## config.mk

```make
export PLATFORM = sky130hd
export DESIGN_NAME = cfgss_sequencer
export DESIGN_NICKNAME = d
export VERILOG_FILES = /design/src/include/cfgss_pkg.sv /design/src/hdl/cfgss_sequencer.sv
export SDC_FILE = /design/constraint.sdc
export NUM_CORES = 1
export LEC_CHECK = 0
export BUFFER_PORTS_ARGS = -buffer_cell sky130_fd_sc_hd__buf_2
export CAP_MARGIN = 20
export CORE_MARGIN = 1.5
export CORE_UTILIZATION = 45
export CTS_CLUSTER_SIZE = 40
export DETAILED_ROUTE_END_ITERATION = 8
export HOLD_SLACK_MARGIN = 0.15
export PLACE_DENSITY = 0.71
export SYNTH_ARGS = -nofsm -noshare
export SYNTH_HDL_FRONTEND = slang
export SYNTH_SLANG_ARGS = --single-unit
```

## constraint.sdc

```tcl
create_clock -name ref_clk_i -period 4.1 [get_ports ref_clk_i]
set_input_delay 0.615 -clock ref_clk_i [delete_from_list [all_inputs] [get_ports ref_clk_i]]
set_output_delay 0.615 -clock ref_clk_i [all_outputs]
set_load 0.01 [all_outputs]
```

## src/include/cfgss_pkg.sv

```systemverilog
// constants and types for the configuration startup sequencer
// assumes a single 20 MHz configuration clock and registers reached over apb
//
// Operation
// - done rises one clock after entering the selected phase 1..6, or never when the keep choice is set; default 4.
// - with the done pipeline option set, done rises one clock later than the selected phase.
// - io three-state release happens at phase 1..6, one clock after done (with done when pipelined), or never; default 5.
// - global write enable rises at phase 1..6, one clock after done (with done when pipelined), or never; default 6.
// - block ram reads and writes stay off until global write enable and turn on with it.
// - the sequence can wait at a chosen phase 0..6 until all clock generators lock, or not wait.
// - the sequence can wait at a chosen phase for the calibration match, without starting calibration.
// - the automatic match-wait choice resolves to phase 2 when calibrated io is used, else no wait.
// - with active reconfiguration set, interconnect hold and set/reset are never asserted.
package cfgss_pkg;

   localparam int unsigned CFGSS_ADDR_W = 12;

   // register byte offsets
   localparam logic [11:0] CFGSS_CTRL_OFS   = 12'h000;
   localparam logic [11:0] CFGSS_STATUS_OFS = 12'h004;
   localparam logic [11:0] CFGSS_START_OFS  = 12'h008;

   // control field positions
   localparam int unsigned CFGSS_DONE_LSB   = 0;
   localparam int unsigned CFGSS_IO_LSB     = 4;
   localparam int unsigned CFGSS_WE_LSB     = 8;
   localparam int unsigned CFGSS_LOCK_LSB   = 12;
   localparam int unsigned CFGSS_MATCH_LSB  = 16;
   localparam int unsigned CFGSS_PIPE_BIT   = 20;
   localparam int unsigned CFGSS_AREC_BIT   = 21;
   localparam int unsigned CFGSS_CALIO_BIT  = 22;

   // phase select codes: 0..6 a phase, then the symbolic choices
   localparam logic [3:0] CFGSS_SEL_DONE   = 4'h8;
   localparam logic [3:0] CFGSS_SEL_KEEP   = 4'h9;
   localparam logic [3:0] CFGSS_SEL_NO_WAIT_CHOICE = 4'hA;
   localparam logic [3:0] CFGSS_SEL_AUTO   = 4'hB;
   localparam logic [3:0] CFGSS_AUTO_PHASE = 4'h2;
   localparam logic [3:0] CFGSS_LAST_PHASE = 4'h7;

   // control reset value: done 4, io 5, we 6, lock no_wait_choice, match auto
   localparam logic [31:0] CFGSS_CTRL_RST = 32'h000BA654;

   typedef enum logic [1:0]
   {
      CFGSS_IDLE = 2'b00,
      CFGSS_RUN  = 2'b01,
      CFGSS_FIN  = 2'b10
   } cfgss_state_type;

endpackage : cfgss_pkg

```

## src/hdl/cfgss_sequencer.sv

```systemverilog
// configuration startup sequencer with apb control and status
// the sequencer walks phases 0..7 once loading has ended, then parks in the
// finished state until a restart is written or reset is applied
// assumes apb signals synchronous to ref_clk_i; lock and match are synchronous levels
// assumes the configuration source keeps ref_clk_i running until done is high
`timescale 1ns/1ns
`default_nettype none

module cfgss_sequencer
   import cfgss_pkg::*;
(
   input  wire logic                    ref_clk_i,
   input  wire logic                    rst_b_i,
   input  wire logic                    psel_i,
   input  wire logic                    penable_i,
   input  wire logic                    pwrite_i,
   input  wire logic [CFGSS_ADDR_W-1:0] paddr_i,
   input  wire logic [31:0]             pwdata_i,
   output logic      [31:0]             prdata_o,
   output logic                         pready_o,
   output logic                         pslverr_o,
   input  wire logic                    load_done_i,
   input  wire logic                    clk_lock_i,
   input  wire logic                    match_i,
   output logic                         done_o,
   output logic                         io_release_o,
   output logic                         write_enable_o,
   output logic                         bram_enable_o,
   output logic                         global_interconnect_hold_o,
   output logic                         global_set_reset_o,
   output logic [2:0]                   phase_o
);
   import cfgss_pkg::*;

   typedef struct packed
   {
      cfgss_state_type state;
      logic [31:0]     ctrl;
      logic [3:0]      phase;
      logic            done_hit;
      logic            done;
      logic            io_rel;
      logic            we;
      logic [31:0]     rdata;
   } cfgss_regs_type;

   cfgss_regs_type r;
   cfgss_regs_type next_r;

   // true when a select field names this phase
   function automatic logic cfgss_hit(input logic [3:0] sel, input logic [3:0] ph);
      cfgss_hit = (sel == ph);
   endfunction : cfgss_hit

   logic [3:0] done_sel;
   logic [3:0] io_sel;
   logic [3:0] we_sel;
   logic [3:0] lock_sel;
   logic [3:0] match_sel;
   logic       stall;
   logic       done_now;
   logic       wr;
   logic       rd;

   always_comb
   begin
      done_sel  = r.ctrl[CFGSS_DONE_LSB +: 4];
      io_sel    = r.ctrl[CFGSS_IO_LSB +: 4];
      we_sel    = r.ctrl[CFGSS_WE_LSB +: 4];
      lock_sel  = r.ctrl[CFGSS_LOCK_LSB +: 4];
      match_sel = r.ctrl[CFGSS_MATCH_LSB +: 4];
      if (match_sel == CFGSS_SEL_AUTO)
      begin
         match_sel = r.ctrl[CFGSS_CALIO_BIT] ? CFGSS_AUTO_PHASE : CFGSS_SEL_NO_WAIT_CHOICE;
      end
   end

   // single next-state process for bus access and the phase walk
   // control writes are only taken in idle, so selects never change mid-walk;
   // this trades late reconfiguration for outputs that cannot glitch
   // read data is latched at the setup edge so it stands through the access phase
   always_comb
   begin
      wr = psel_i && penable_i && pwrite_i;
      rd = psel_i && !penable_i && !pwrite_i;
      // hold in the current phase while a chosen wait is unmet
      stall = (cfgss_hit(lock_sel, r.phase) && !clk_lock_i)
           || (cfgss_hit(match_sel, r.phase) && !match_i);
      next_r = r;
      if (wr && (paddr_i == CFGSS_CTRL_OFS) && (r.state == CFGSS_IDLE))
      begin
         next_r.ctrl = pwdata_i;
      end
      if (rd)
      begin
         unique case (paddr_i)
            CFGSS_CTRL_OFS:   next_r.rdata = r.ctrl;
            CFGSS_STATUS_OFS: next_r.rdata = {22'h0, r.we, r.io_rel, r.done,
                                              r.state, 1'b0, r.phase};
            default:          next_r.rdata = 32'h0;
         endcase
      end
      // a new startup may be requested again once finished
      if (wr && (paddr_i == CFGSS_START_OFS) && pwdata_i[0] && (r.state == CFGSS_FIN))
      begin
         next_r.state    = CFGSS_IDLE;
         next_r.phase    = 4'h0;
         next_r.done_hit = 1'b0;
         next_r.done     = 1'b0;
         next_r.io_rel   = 1'b0;
         next_r.we       = 1'b0;
      end
      done_now = r.done_hit || r.done;
      unique case (r.state)
         CFGSS_IDLE:
         begin
            if (load_done_i)
            begin
               next_r.state = CFGSS_RUN;
            end
         end
         CFGSS_RUN:
         begin
            if (cfgss_hit(done_sel, r.phase))
            begin
               next_r.done_hit = 1'b1;
            end
            // pipelined done lands one clock after its phase
            if (r.ctrl[CFGSS_PIPE_BIT] ? r.done_hit : cfgss_hit(done_sel, r.phase))
            begin
               next_r.done = 1'b1;
            end
            if (cfgss_hit(io_sel, r.phase) || ((io_sel == CFGSS_SEL_DONE) && done_now))
            begin
               next_r.io_rel = 1'b1;
            end
            // block ram follows this flag, so it stays closed until here
            if (cfgss_hit(we_sel, r.phase)
                || ((we_sel == CFGSS_SEL_DONE) && done_now))
            begin
               next_r.we = 1'b1;
            end
            if (!stall)
            begin
               if (r.phase == CFGSS_LAST_PHASE)
               begin
                  next_r.state = CFGSS_FIN;
               end
               else
               begin
                  next_r.phase = r.phase + 4'h1;
               end
            end
         end
         CFGSS_FIN:
         begin
            // a pipelined done chosen at the last phase lands here
            // choices tied to done still follow it after the walk ends
            if (r.ctrl[CFGSS_PIPE_BIT] && r.done_hit)
            begin
               next_r.done = 1'b1;
            end
            if ((io_sel == CFGSS_SEL_DONE) && r.done)
            begin
               next_r.io_rel = 1'b1;
            end
            if ((we_sel == CFGSS_SEL_DONE) && r.done)
            begin
               next_r.we = 1'b1;
            end
         end
         default:
         begin
            next_r.state = CFGSS_IDLE;
         end
      endcase
   end

   always_ff @(posedge ref_clk_i or negedge rst_b_i)
   begin
      if (!rst_b_i)
      begin
         r <= '{state: CFGSS_IDLE, ctrl: CFGSS_CTRL_RST, phase: 4'h0, done_hit: 1'b0,
                done: 1'b0, io_rel: 1'b0, we: 1'b0, rdata: 32'h0};
      end
      else
      begin
         r <= next_r;
      end
   end

   // outputs straight from state, except pslverr_o decoded from the bus inputs; zero wait states on the bus
   // unmapped offsets answer with an error and read back zero
   always_comb
   begin
      prdata_o       = r.rdata;
      pready_o       = 1'b1;
      pslverr_o      = psel_i && penable_i && (paddr_i != CFGSS_CTRL_OFS)
                       && (paddr_i != CFGSS_STATUS_OFS) && (paddr_i != CFGSS_START_OFS);
      done_o         = r.done;
      io_release_o   = r.io_rel;
      write_enable_o = r.we;
      bram_enable_o  = r.we;
      // hold spans loading and the phases before write enable; set/reset spans loading only
      global_interconnect_hold_o = !r.ctrl[CFGSS_AREC_BIT] && !r.we
                                   && (r.state != CFGSS_FIN);
      global_set_reset_o         = !r.ctrl[CFGSS_AREC_BIT] && (r.state == CFGSS_IDLE);
      phase_o        = r.phase[2:0];
   end

endmodule : cfgss_sequencer

`default_nettype wire

```

==> results of run 1 <==
[placed cells by master (no fill, tap or decap), types with 9 or more instances in the layout]
master    instances
inv_1            17
mux2_2           20
dfrtp_1          64
clkbuf_8          9
xnor2_1          15
buf_2            92
nand2_1          11
a222oi_1          9
mux2_1           12
a22o_1           24
dfstp_2          10
[critical path, cell delays in order (launching register included)]
cell,delay (ns)
dfrtp_1,0.44
inv_1,0.10
ha_1,0.31
nor3_1,0.30
buf_2,0.19
[worst paths after layout]
| path | start | slack, ns | endpoint |
|---|---|---|---|
| setup / recovery | r[72]$_DFF_PN0_ | 1.80 | global_interconnect_hold_o |
| hold / removal | rst_b_i | 0.40 | prdata_o[20]$_DFFE_PN0P_ |
| setup reg to reg | r[72]$_DFF_PN0_ | 2.06 | r[72]$_DFF_PN0_ |
| hold reg to reg | r[71]$_DFFE_PN0P_ | 0.49 | prdata_o[31]$_DFFE_PN0P_ |
| max in group asynchronous | rst_b_i | 3.12 | done_sel[1]$_DFFE_PN0P_ |
| min in group ref_clk_i | pwdata_i[24] | 0.47 | r[64]$_DFFE_PN0P_ |
[power breakdown]
part           internal (W)  total (W)  switching (W)
clock network      0.000229   0.000530       0.000301
logic              0.000174   0.000361       0.000187
registers          0.000763   0.000870       0.000107
[logic make-up after synthesis]
family / after synthesis
other: 1
AO/OA/AOI/OAI: 52
AND/OR/NAND/NOR: 45
buffers and inverters: 68
XOR/XNOR: 20
multiplexers: 36
flip-flops: 74
adder cells (fa/ha/maj): 5
[cell type report]
type,count,area [sq um],area share (%)
clock buffers,9,123.9,3.028
well taps,102,127.6,3.120
clock inverters,7,58.81,1.438
flip-flops and latches,74,1864,45.58
multi-input cells,159,1361,33.28
inverters,17,63.81,1.560
repair buffers,96,490.5,11.99
[per-layer routing]
metal,vias to the layer above,part of all wire (%),GRT usage (%)
li1,1152,-,-
met3,8,5.8,5.285
met2,77,48,28.65
met1,1203,45,26.22
met4,0,1.3,6.439
met5,-,0,0
[metrics by stage]
stage	std cells	setup slack [ns]	hold slack, ns
6_report	464	1.802	0.4008
5_1_grt	464	1.723	0.4529
4_1_cts	464	1.785	0.4278
3_5_place_dp	448	1.602	0.4706
3_3_place_gp	448	1.694	0.4670
2_1_floorplan	301	1.983	0.3194
[flip-flops by register name, indices dropped and copies added, names as in the netlist, 3 cells and up]
register,flops
done_sel,4
lock_sel,4
io_sel,4
prdata_o,32
r,24
phase_o,3
==> results.toml, run 1 <==
[cells_and_area]
fin_util_pct = 52.66
drive_gt1_share_pct = 41.16
final_nets = 414
final_cell_area_sq_um = 4090
fillers = 690
antenna_cells = 0
area_growth_pct = 12.18

[hold_path]
hold_class = "in2async"

[sta]
fin_crit_ns = 2.298
slew_headroom_pct = 39.14
clock_skew_ns = 0.01326
hold_violations = 0
worstMarginPinSlew_ns = 0.9130
setup_viol = 0
rsz0062_at_grt = "false"
timing.final.crit_share_pct = 56.06
max_freq_mhz = 435.1
fin_setup_tns_ns = 0
drv_slew = 0

[yosys]
yosysTopAreaCellShare_pct = 43.93
yosys_warnings = 0
syn_nets = 358
synth-xor-area-share_pct = 4.804
synthAdderAreaFrac_pct = 1.716
ys_ff_latch = 74
syn_avg_cell_area_sq_um = 12.11
synth_edf_count = 0
synthFlopType = "dfrtp_1"
synthMuxAreaShare_pct = 10.98
synth_top_family_by_area = "buffers and inverters"
synth_compound_area_share_pct = 11.22
ys_async_sr_fraction_pct = 100.0
ys_types = 40
synthesis.area_sq_um = 3646
synthTopCellsByCount = "64 x dfrtp_1, 38 x buf_4, 24 x a22o_1"
yosys.area_share.simple_pct = 8.270
synth_top_area_cell = "dfrtp_1"
yosysMostFrequentCell = "dfrtp_1"
yosysSeqAreaShare_pct = 51.13
synthCells = 301
synth_area_leaders = "dfrtp_1 44%, buf_4 7.8%, dfstp_2 7.2%"

[global_route]
antenna_found_initial = 0
grt_pass1_vias = 2370
grt_pass1_wl_um = 12350
overflow = 0
grt_usage_pct = 18.94
grt_max_degree = 75

[placement]
io_buffers = 93
place_area_sq_um = 3908
place_congestion = 0.7644
place.detailed.hpwl_um = 5119

[critical_path]
worstPathArrival_ns = 1.68
crit_type = "reg2out"
path_max_fanout = 7
end_kind = "output pin"
crit_path_start_kind = "flop"
required_ns = 3.48
reg2reg_depth = 7

[power_and_ir_drop]
p_per_area_nw_per_um2 = 430.5
finalPower_w = 0.001761
ir_drop_mv = 0.1706
leakage_nw = 2.129

[detailed_routing]
drc_errors = 0
wl_per_cell_um = 16.21
ant_nets = 0
finalWirelength_um = 7522
drt_first_pass_iters = 5
drtIter0Drc = 137
via_count = 2440
vias_per_cell = 5.259

[job]
maxCapViolations = 0

[cts]
htreeDepth = 3
cts_tree = "done"
numCtsBuffers = 9
cts.reportedPaths.clkPinSlew_ns = 0.08
holdBufCountCts = 0
clock_latency_ns = 0.35
post_cts_buffers = 0
cts_root_buf = "clkbuf_8"
cts_resized = 0
cts_sinks = 74
clockBufferDepth = 2

[die]
rows = 32
die_w_um = 93.01
dieHeight_um = 93.01
io_pins = 95
start_util_pct = 46.94
die_area_sq_um = 8651
coreArea_sq_um = 7767

[status]
run_status = "complete, no violations"
Note: power is estimated with default switching activity, not from simulation.
==> run 2: changes to the inputs <==
--- a/config.mk
+++ b/config.mk
@@ -12,7 +12,7 @@
 export CTS_CLUSTER_SIZE = 40
 export DETAILED_ROUTE_END_ITERATION = 8
 export HOLD_SLACK_MARGIN = 0.15
-export PLACE_DENSITY = 0.71
+export PLACE_DENSITY = 0.73
 export SYNTH_ARGS = -nofsm -noshare
 export SYNTH_HDL_FRONTEND = slang
 export SYNTH_SLANG_ARGS = --single-unit
==> constraint.sdc (replaced) <==
create_clock -name ref_clk_i -period 2 [get_ports ref_clk_i]
set_input_delay 0.3 -clock ref_clk_i [delete_from_list [all_inputs] [get_ports ref_clk_i]]
set_output_delay 0.3 -clock ref_clk_i [all_outputs]
set_load 0.01 [all_outputs]
==> run 2 against run 1 <==
Compared with the run above: first-iteration DRC count down 0.73%; power up 110%; critical endpoint unchanged; critical path depth unchanged; register-to-register slack worse by 1.9 ns; die area unchanged; largest power group unchanged.
==> results.toml, run 2 (synthesis gave the netlist of run 1 again) <==
[status]
run_status = "complete, no violations"

[cells_and_area]
fillers = 688
largest_reg_flops = 32
final_common_cell = "buf_2"
area_growth_pct = 16.71
most-common-layout-cells = "92 x buf_2, 64 x dfrtp_1, 24 x a22o_1"
antenna_cells = 0
final_cells = 481
drive_gt1_share_pct = 43.27
final_nets = 431
final_cell_area_sq_um = 4255
fin_util_pct = 54.78

[global_route]
grt_pass1_vias = 2624
grt_usage_pct = 19.29
antenna_found_initial = 0
grt_pass1_wl_um = 12830
overflow = 0
grt_max_degree = 52

[die]
start_util_pct = 46.94
die_area_sq_um = 8651
rows = 32
die_w_um = 93.01
dieHeight_um = 93.01
io_pins = 95
coreArea_sq_um = 7767

[sta]
rsz0062_at_grt = "false"
fin_setup_tns_ns = 0
setup_viol = 0
holdWs_ns = 0.1626
drv_slew = 0
clock_skew_ns = 0.005150
max_freq_mhz = 535.9
fin_crit_ns = 1.866
hold_violations = 0
worstMarginPinSlew_ns = 0.6294
timing.final.crit_share_pct = 93.29
slew_headroom_pct = 58.04

[critical_path]
endpoint = "global_interconnect_hold_o"
critPathBufInv = 2
required_ns = 1.70
cp-startpoint = "r[73]$_DFF_PN0_"
cpMaxStageDelayCell = "dfrtp_1"
crit_type = "reg2out"
reg2reg_to = "r[39]$_DFF_PN0_"
cp.depth = 4
reg2reg_slack_ns = 0.14
path_max_fanout = 6
worstPathArrival_ns = 1.57
crit_chain = "ha_1 > buf_4 > nor3_2 > buf_2"
cpLargestDelayFamily = "flip-flops"
crit_path_start_kind = "flop"
r2r_start = "r[57]$_DFFE_PN1P_"
reg2reg_depth = 7
end_kind = "output pin"
max_stage_delay_ns = 0.44

[cts]
clockBufferDepth = 2
cts_root_buf = "clkbuf_8"
cts_tree = "done"
htreeDepth = 3
clock_latency_ns = 0.35
numCtsBuffers = 9
cts_sinks = 74
cts.reportedPaths.clkPinSlew_ns = 0.07

[hold_path]
hold_class = "in2reg"

[detailed_routing]
via_count = 2527
drc_errors = 0
top_layer = "met4"
wl_met2_um = 3577
drtIter0Drc = 136
drt_first_pass_iters = 5
finalWirelength_um = 7622
wl_met1_um = 3279
vias_per_cell = 5.254
ant_nets = 0
wl_per_cell_um = 15.85
wl_met3_um = 681

[power_and_ir_drop]
p_per_area_nw_per_um2 = 871.7
leakage_nw = 2.229
ir_drop_mv = 0.4756

[job]
maxCapViolations = 0

[placement]
place.detailed.hpwl_um = 5636
place_congestion = 0.7861
place_area_sq_um = 4038
place_inst = 462
io_buffers = 93
run 2: per-layer routing:
metal	global-route usage [%]	vias up
li1	-	1184
met1	23.85	1231
met2	30.84	107
met3	7.724	5
met4	6.187	0
met5	0	-
run 2: cell type report:
cell class / count / area (sq um) / area share (%)
sequential: 74 / 1864 / 43.81
tap: 102 / 127.6 / 2.999
inverter: 17 / 63.81 / 1.500
timing repair buffer: 113 / 648.1 / 15.23
multi-input combinational: 159 / 1369 / 32.17
clock inverter: 2 / 10.01 / 0.2352
clock buffer: 14 / 172.7 / 4.058
run 2: worst min-delay path by stage:
stage,startpoint,slack [ns],endpoint,cells after the start
4_1_cts,pwdata_i[26],0.15,r[66]$_DFFE_PN0P_,2
3_5_place_dp,rst_b_i,0.36,prdata_o[17]$_DFFE_PN0P_,1
6_report,pwdata_i[25],0.16,r[65]$_DFFE_PN0P_,2
3_3_place_gp,rst_b_i,0.36,prdata_o[17]$_DFFE_PN0P_,1
5_1_grt,pwdata_i[25],0.16,r[65]$_DFFE_PN0P_,2
2_1_floorplan,rst_b_i,0.004,bram_enable_o$_DFF_PN0_,0
run 2: power by group:
group          switching [W]  internal, W
combinational       0.000518     0.000453
clock               0.000517     0.000549
sequential          0.000103      0.00157
run 2: what timing repair did:
action / CTS / global route
hold endpoints to repair: 39 / 0
hold buffers: 2 / 0
buffers inserted: 0 / 1
resized for setup: 0 / 2
setup endpoints to repair: 0 / 5
run 2: through the flow:
stage	worst slack (ns)	total power, W
5_1_grt	0.01646	0.003955
6_report	0.1341	0.003709
2_1_floorplan	0.1985	0.002344
4_1_cts	0.04752	0.003734
3_5_place_dp	0.06632	0.002646
3_3_place_gp	0.09599	0.002614
==> run 3: changes to the inputs <==
--- a/config.mk
+++ b/config.mk
@@ -5,7 +5,8 @@
 export SDC_FILE = /design/constraint.sdc
 export NUM_CORES = 1
 export LEC_CHECK = 0
-export BUFFER_PORTS_ARGS = -buffer_cell sky130_fd_sc_hd__buf_2
+export ABC_CLOCK_PERIOD_IN_PS = 2000
+export BUFFER_PORTS_ARGS = -buffer_cell sky130_fd_sc_hd__buf_4
 export CAP_MARGIN = 20
 export CORE_MARGIN = 1.5
 export CORE_UTILIZATION = 45
==> run 3 against run 2 <==
Compared with the run above: count of clock-buffer cells in the layout is 3 lower; combinational power is 6% higher; clock skew is 0.0022 ns higher; die area stayed put; register-to-register slack worse by 0.03 ns; first-iteration DRC count is 29% lower; final area is 7.4% higher; via count is 1.5% higher; critical path depth is 1 higher; clock power is 43% higher; sequential share of layout area is 3.0 points lower; critical endpoint unchanged; largest cell class unchanged.
==> results.toml, run 3 (synthesis gave the netlist of run 1 again) <==
[cts]
cts_root_buf = "clkbuf_8"
clock_latency_ns = 0.35
cts_tree = "done"
cts.reportedPaths.clkPinSlew_ns = 0.07
cts_sinks = 74
clockBufferDepth = 2
htreeDepth = 3
numCtsBuffers = 9

[die]
rows = 32
dieHeight_um = 93.01
die_area_sq_um = 8651
io_pins = 95
die_w_um = 93.01
start_util_pct = 46.94
coreArea_sq_um = 7767

[sta]
drv_slew = 0
rsz0062_at_grt = "false"
clock_skew_ns = 0.007371
timing.final.crit_share_pct = 96.43
fin_crit_ns = 1.929
fin_setup_tns_ns = 0
hold_violations = 0
setup_viol = 0
max_freq_mhz = 518.5
holdWs_ns = 0.1632

[cells_and_area]
final_common_cell = "buf_4"
antenna_cells = 0
final_cell_area_sq_um = 4569
most-common-layout-cells = "108 x buf_4, 64 x dfrtp_1, 24 x a22o_1"
final_nets = 430
largest_reg_flops = 32
area_growth_pct = 25.33
final_cells = 480
fillers = 693
drive_gt1_share_pct = 43.39

[detailed_routing]
drt_first_pass_iters = 4
ant_nets = 0
wl_per_cell_um = 16.73
drtIter0Drc = 96
finalWirelength_um = 8032
via_count = 2566
drc_errors = 0
vias_per_cell = 5.346

[critical_path]
cpLargestDelayFamily = "buffers and inverters"
max_stage_delay_ns = 0.39
worstPathArrival_ns = 1.63
cpMostUsedCell = "buf_4"
required_ns = 1.70
path_max_fanout = 6
crit_type = "reg2out"
crit_chain = "buf_4 > ha_1 > buf_4 > nor3_2 > buf_4"
critPathBufInv = 3
end_kind = "output pin"
cpMaxStageDelayCell = "dfrtp_1"
crit_path_start_kind = "flop"

[placement]
place.detailed.hpwl_um = 5860
place_inst = 462
io_buffers = 93
place_congestion = 0.7669
place_area_sq_um = 4280

[global_route]
grt_use_met3_pct = 4.715
grt_usage_pct = 19.70
grt_pass1_vias = 2650
grtUsageMet1_pct = 25.53
antenna_found_initial = 0
grt_busiest_layer = "met2"
globalRouteMet2Util_pct = 31.87
grt_pass1_wl_um = 13170
grt_max_degree = 46
overflow = 0

[power_and_ir_drop]
p_per_area_nw_per_um2 = 924.9
finalPower_w = 0.004226
leakage_nw = 2.315
ir_drop_mv = 0.4675

[job]
maxCapViolations = 0

[hold_path]
hold_class = "in2reg"

[status]
run_status = "complete, no violations"
==> run 3: cell count changes in the layout (fill, tap and decap cells not counted) <==
cell,delta
clkinv_2,-1
buf_4,+91
buf_12,+1
nor2b_1,+1
dlygate4sd3_1,-1
buf_2,-92
clkbuf_8,-2
bufinv_16,+4
nor2b_2,-1
clkbuf_1,-1
==> run 3: final timing paths <==
check | start | endpoint | slack [ns] | cells past startpoint
worst max-delay path | r[73]$_DFF_PN0_ | global_interconnect_hold_o | 0.07 | 5
worst min-delay path | pwdata_i[23] | r[63]$_DFFE_PN0P_ | 0.16 | 2
worst max register to register | r[57]$_DFFE_PN1P_ | r[39]$_DFF_PN0_ | 0.11 | 6
worst min register to register | r[68]$_DFFE_PN0P_ | prdata_o[28]$_DFFE_PN0P_ | 0.48 | 1
max in group asynchronous | rst_b_i | io_sel[2]$_DFFE_PN1P_ | 0.96 | 3
min in group asynchronous | rst_b_i | prdata_o[17]$_DFFE_PN0P_ | 0.42 | 2
==> run 3: what timing repair did <==
| action | in CTS | in global routing |
|---|---|---|
| hold buffers | 1 | 0 |
| endpoints found under the setup margin | 1 | 1 |
| gates cloned | 0 | 0 |
| setup buffers | 0 | 1 |
| pin swaps | 0 | 2 |
| endpoints found under the hold margin | 26 | 0 |
| resized for setup | 1 | 0 |
==> run 3: metrics by stage <==
stage / setup slack, ns / utilization (%)
final: 0.07137 / 58.83
after global routing: 0.004380 / 58.83
after CTS: 0.06378 / 58.73
after detailed placement: 0.009448 / 55.11
after global placement: 0.1243 / 55.11
after floorplan: 0.1985 / -
==> run 3: area by class of cell <==
| type | instances | area [sq um] | area share, % |
|---|---|---|---|
| inverters | 17 | 63.81 | 1.396 |
| multi-input cells | 159 | 1366 | 29.90 |
| clock inverters | 5 | 125.1 | 2.738 |
| flip-flops and latches | 74 | 1864 | 40.80 |
| well taps | 102 | 127.6 | 2.793 |
| repair buffers | 112 | 880.8 | 19.28 |
| clock buffers | 11 | 141.4 | 3.094 |
==> run 3: power breakdown <==
group,switching (W),total [W],internal [W]
registers,0.0000985,0.00167,0.00157
clock network,0.000547,0.00153,0.000988
logic,0.000535,0.00103,0.000490
total,0.00118,0.00423,0.00305
==> run 3: layer usage <==
layer,part of all wire [%],up-vias
met1,43,1273
met3,6.7,17
met2,48,98
met5,0,-
li1,-,1178
met4,2.0,0
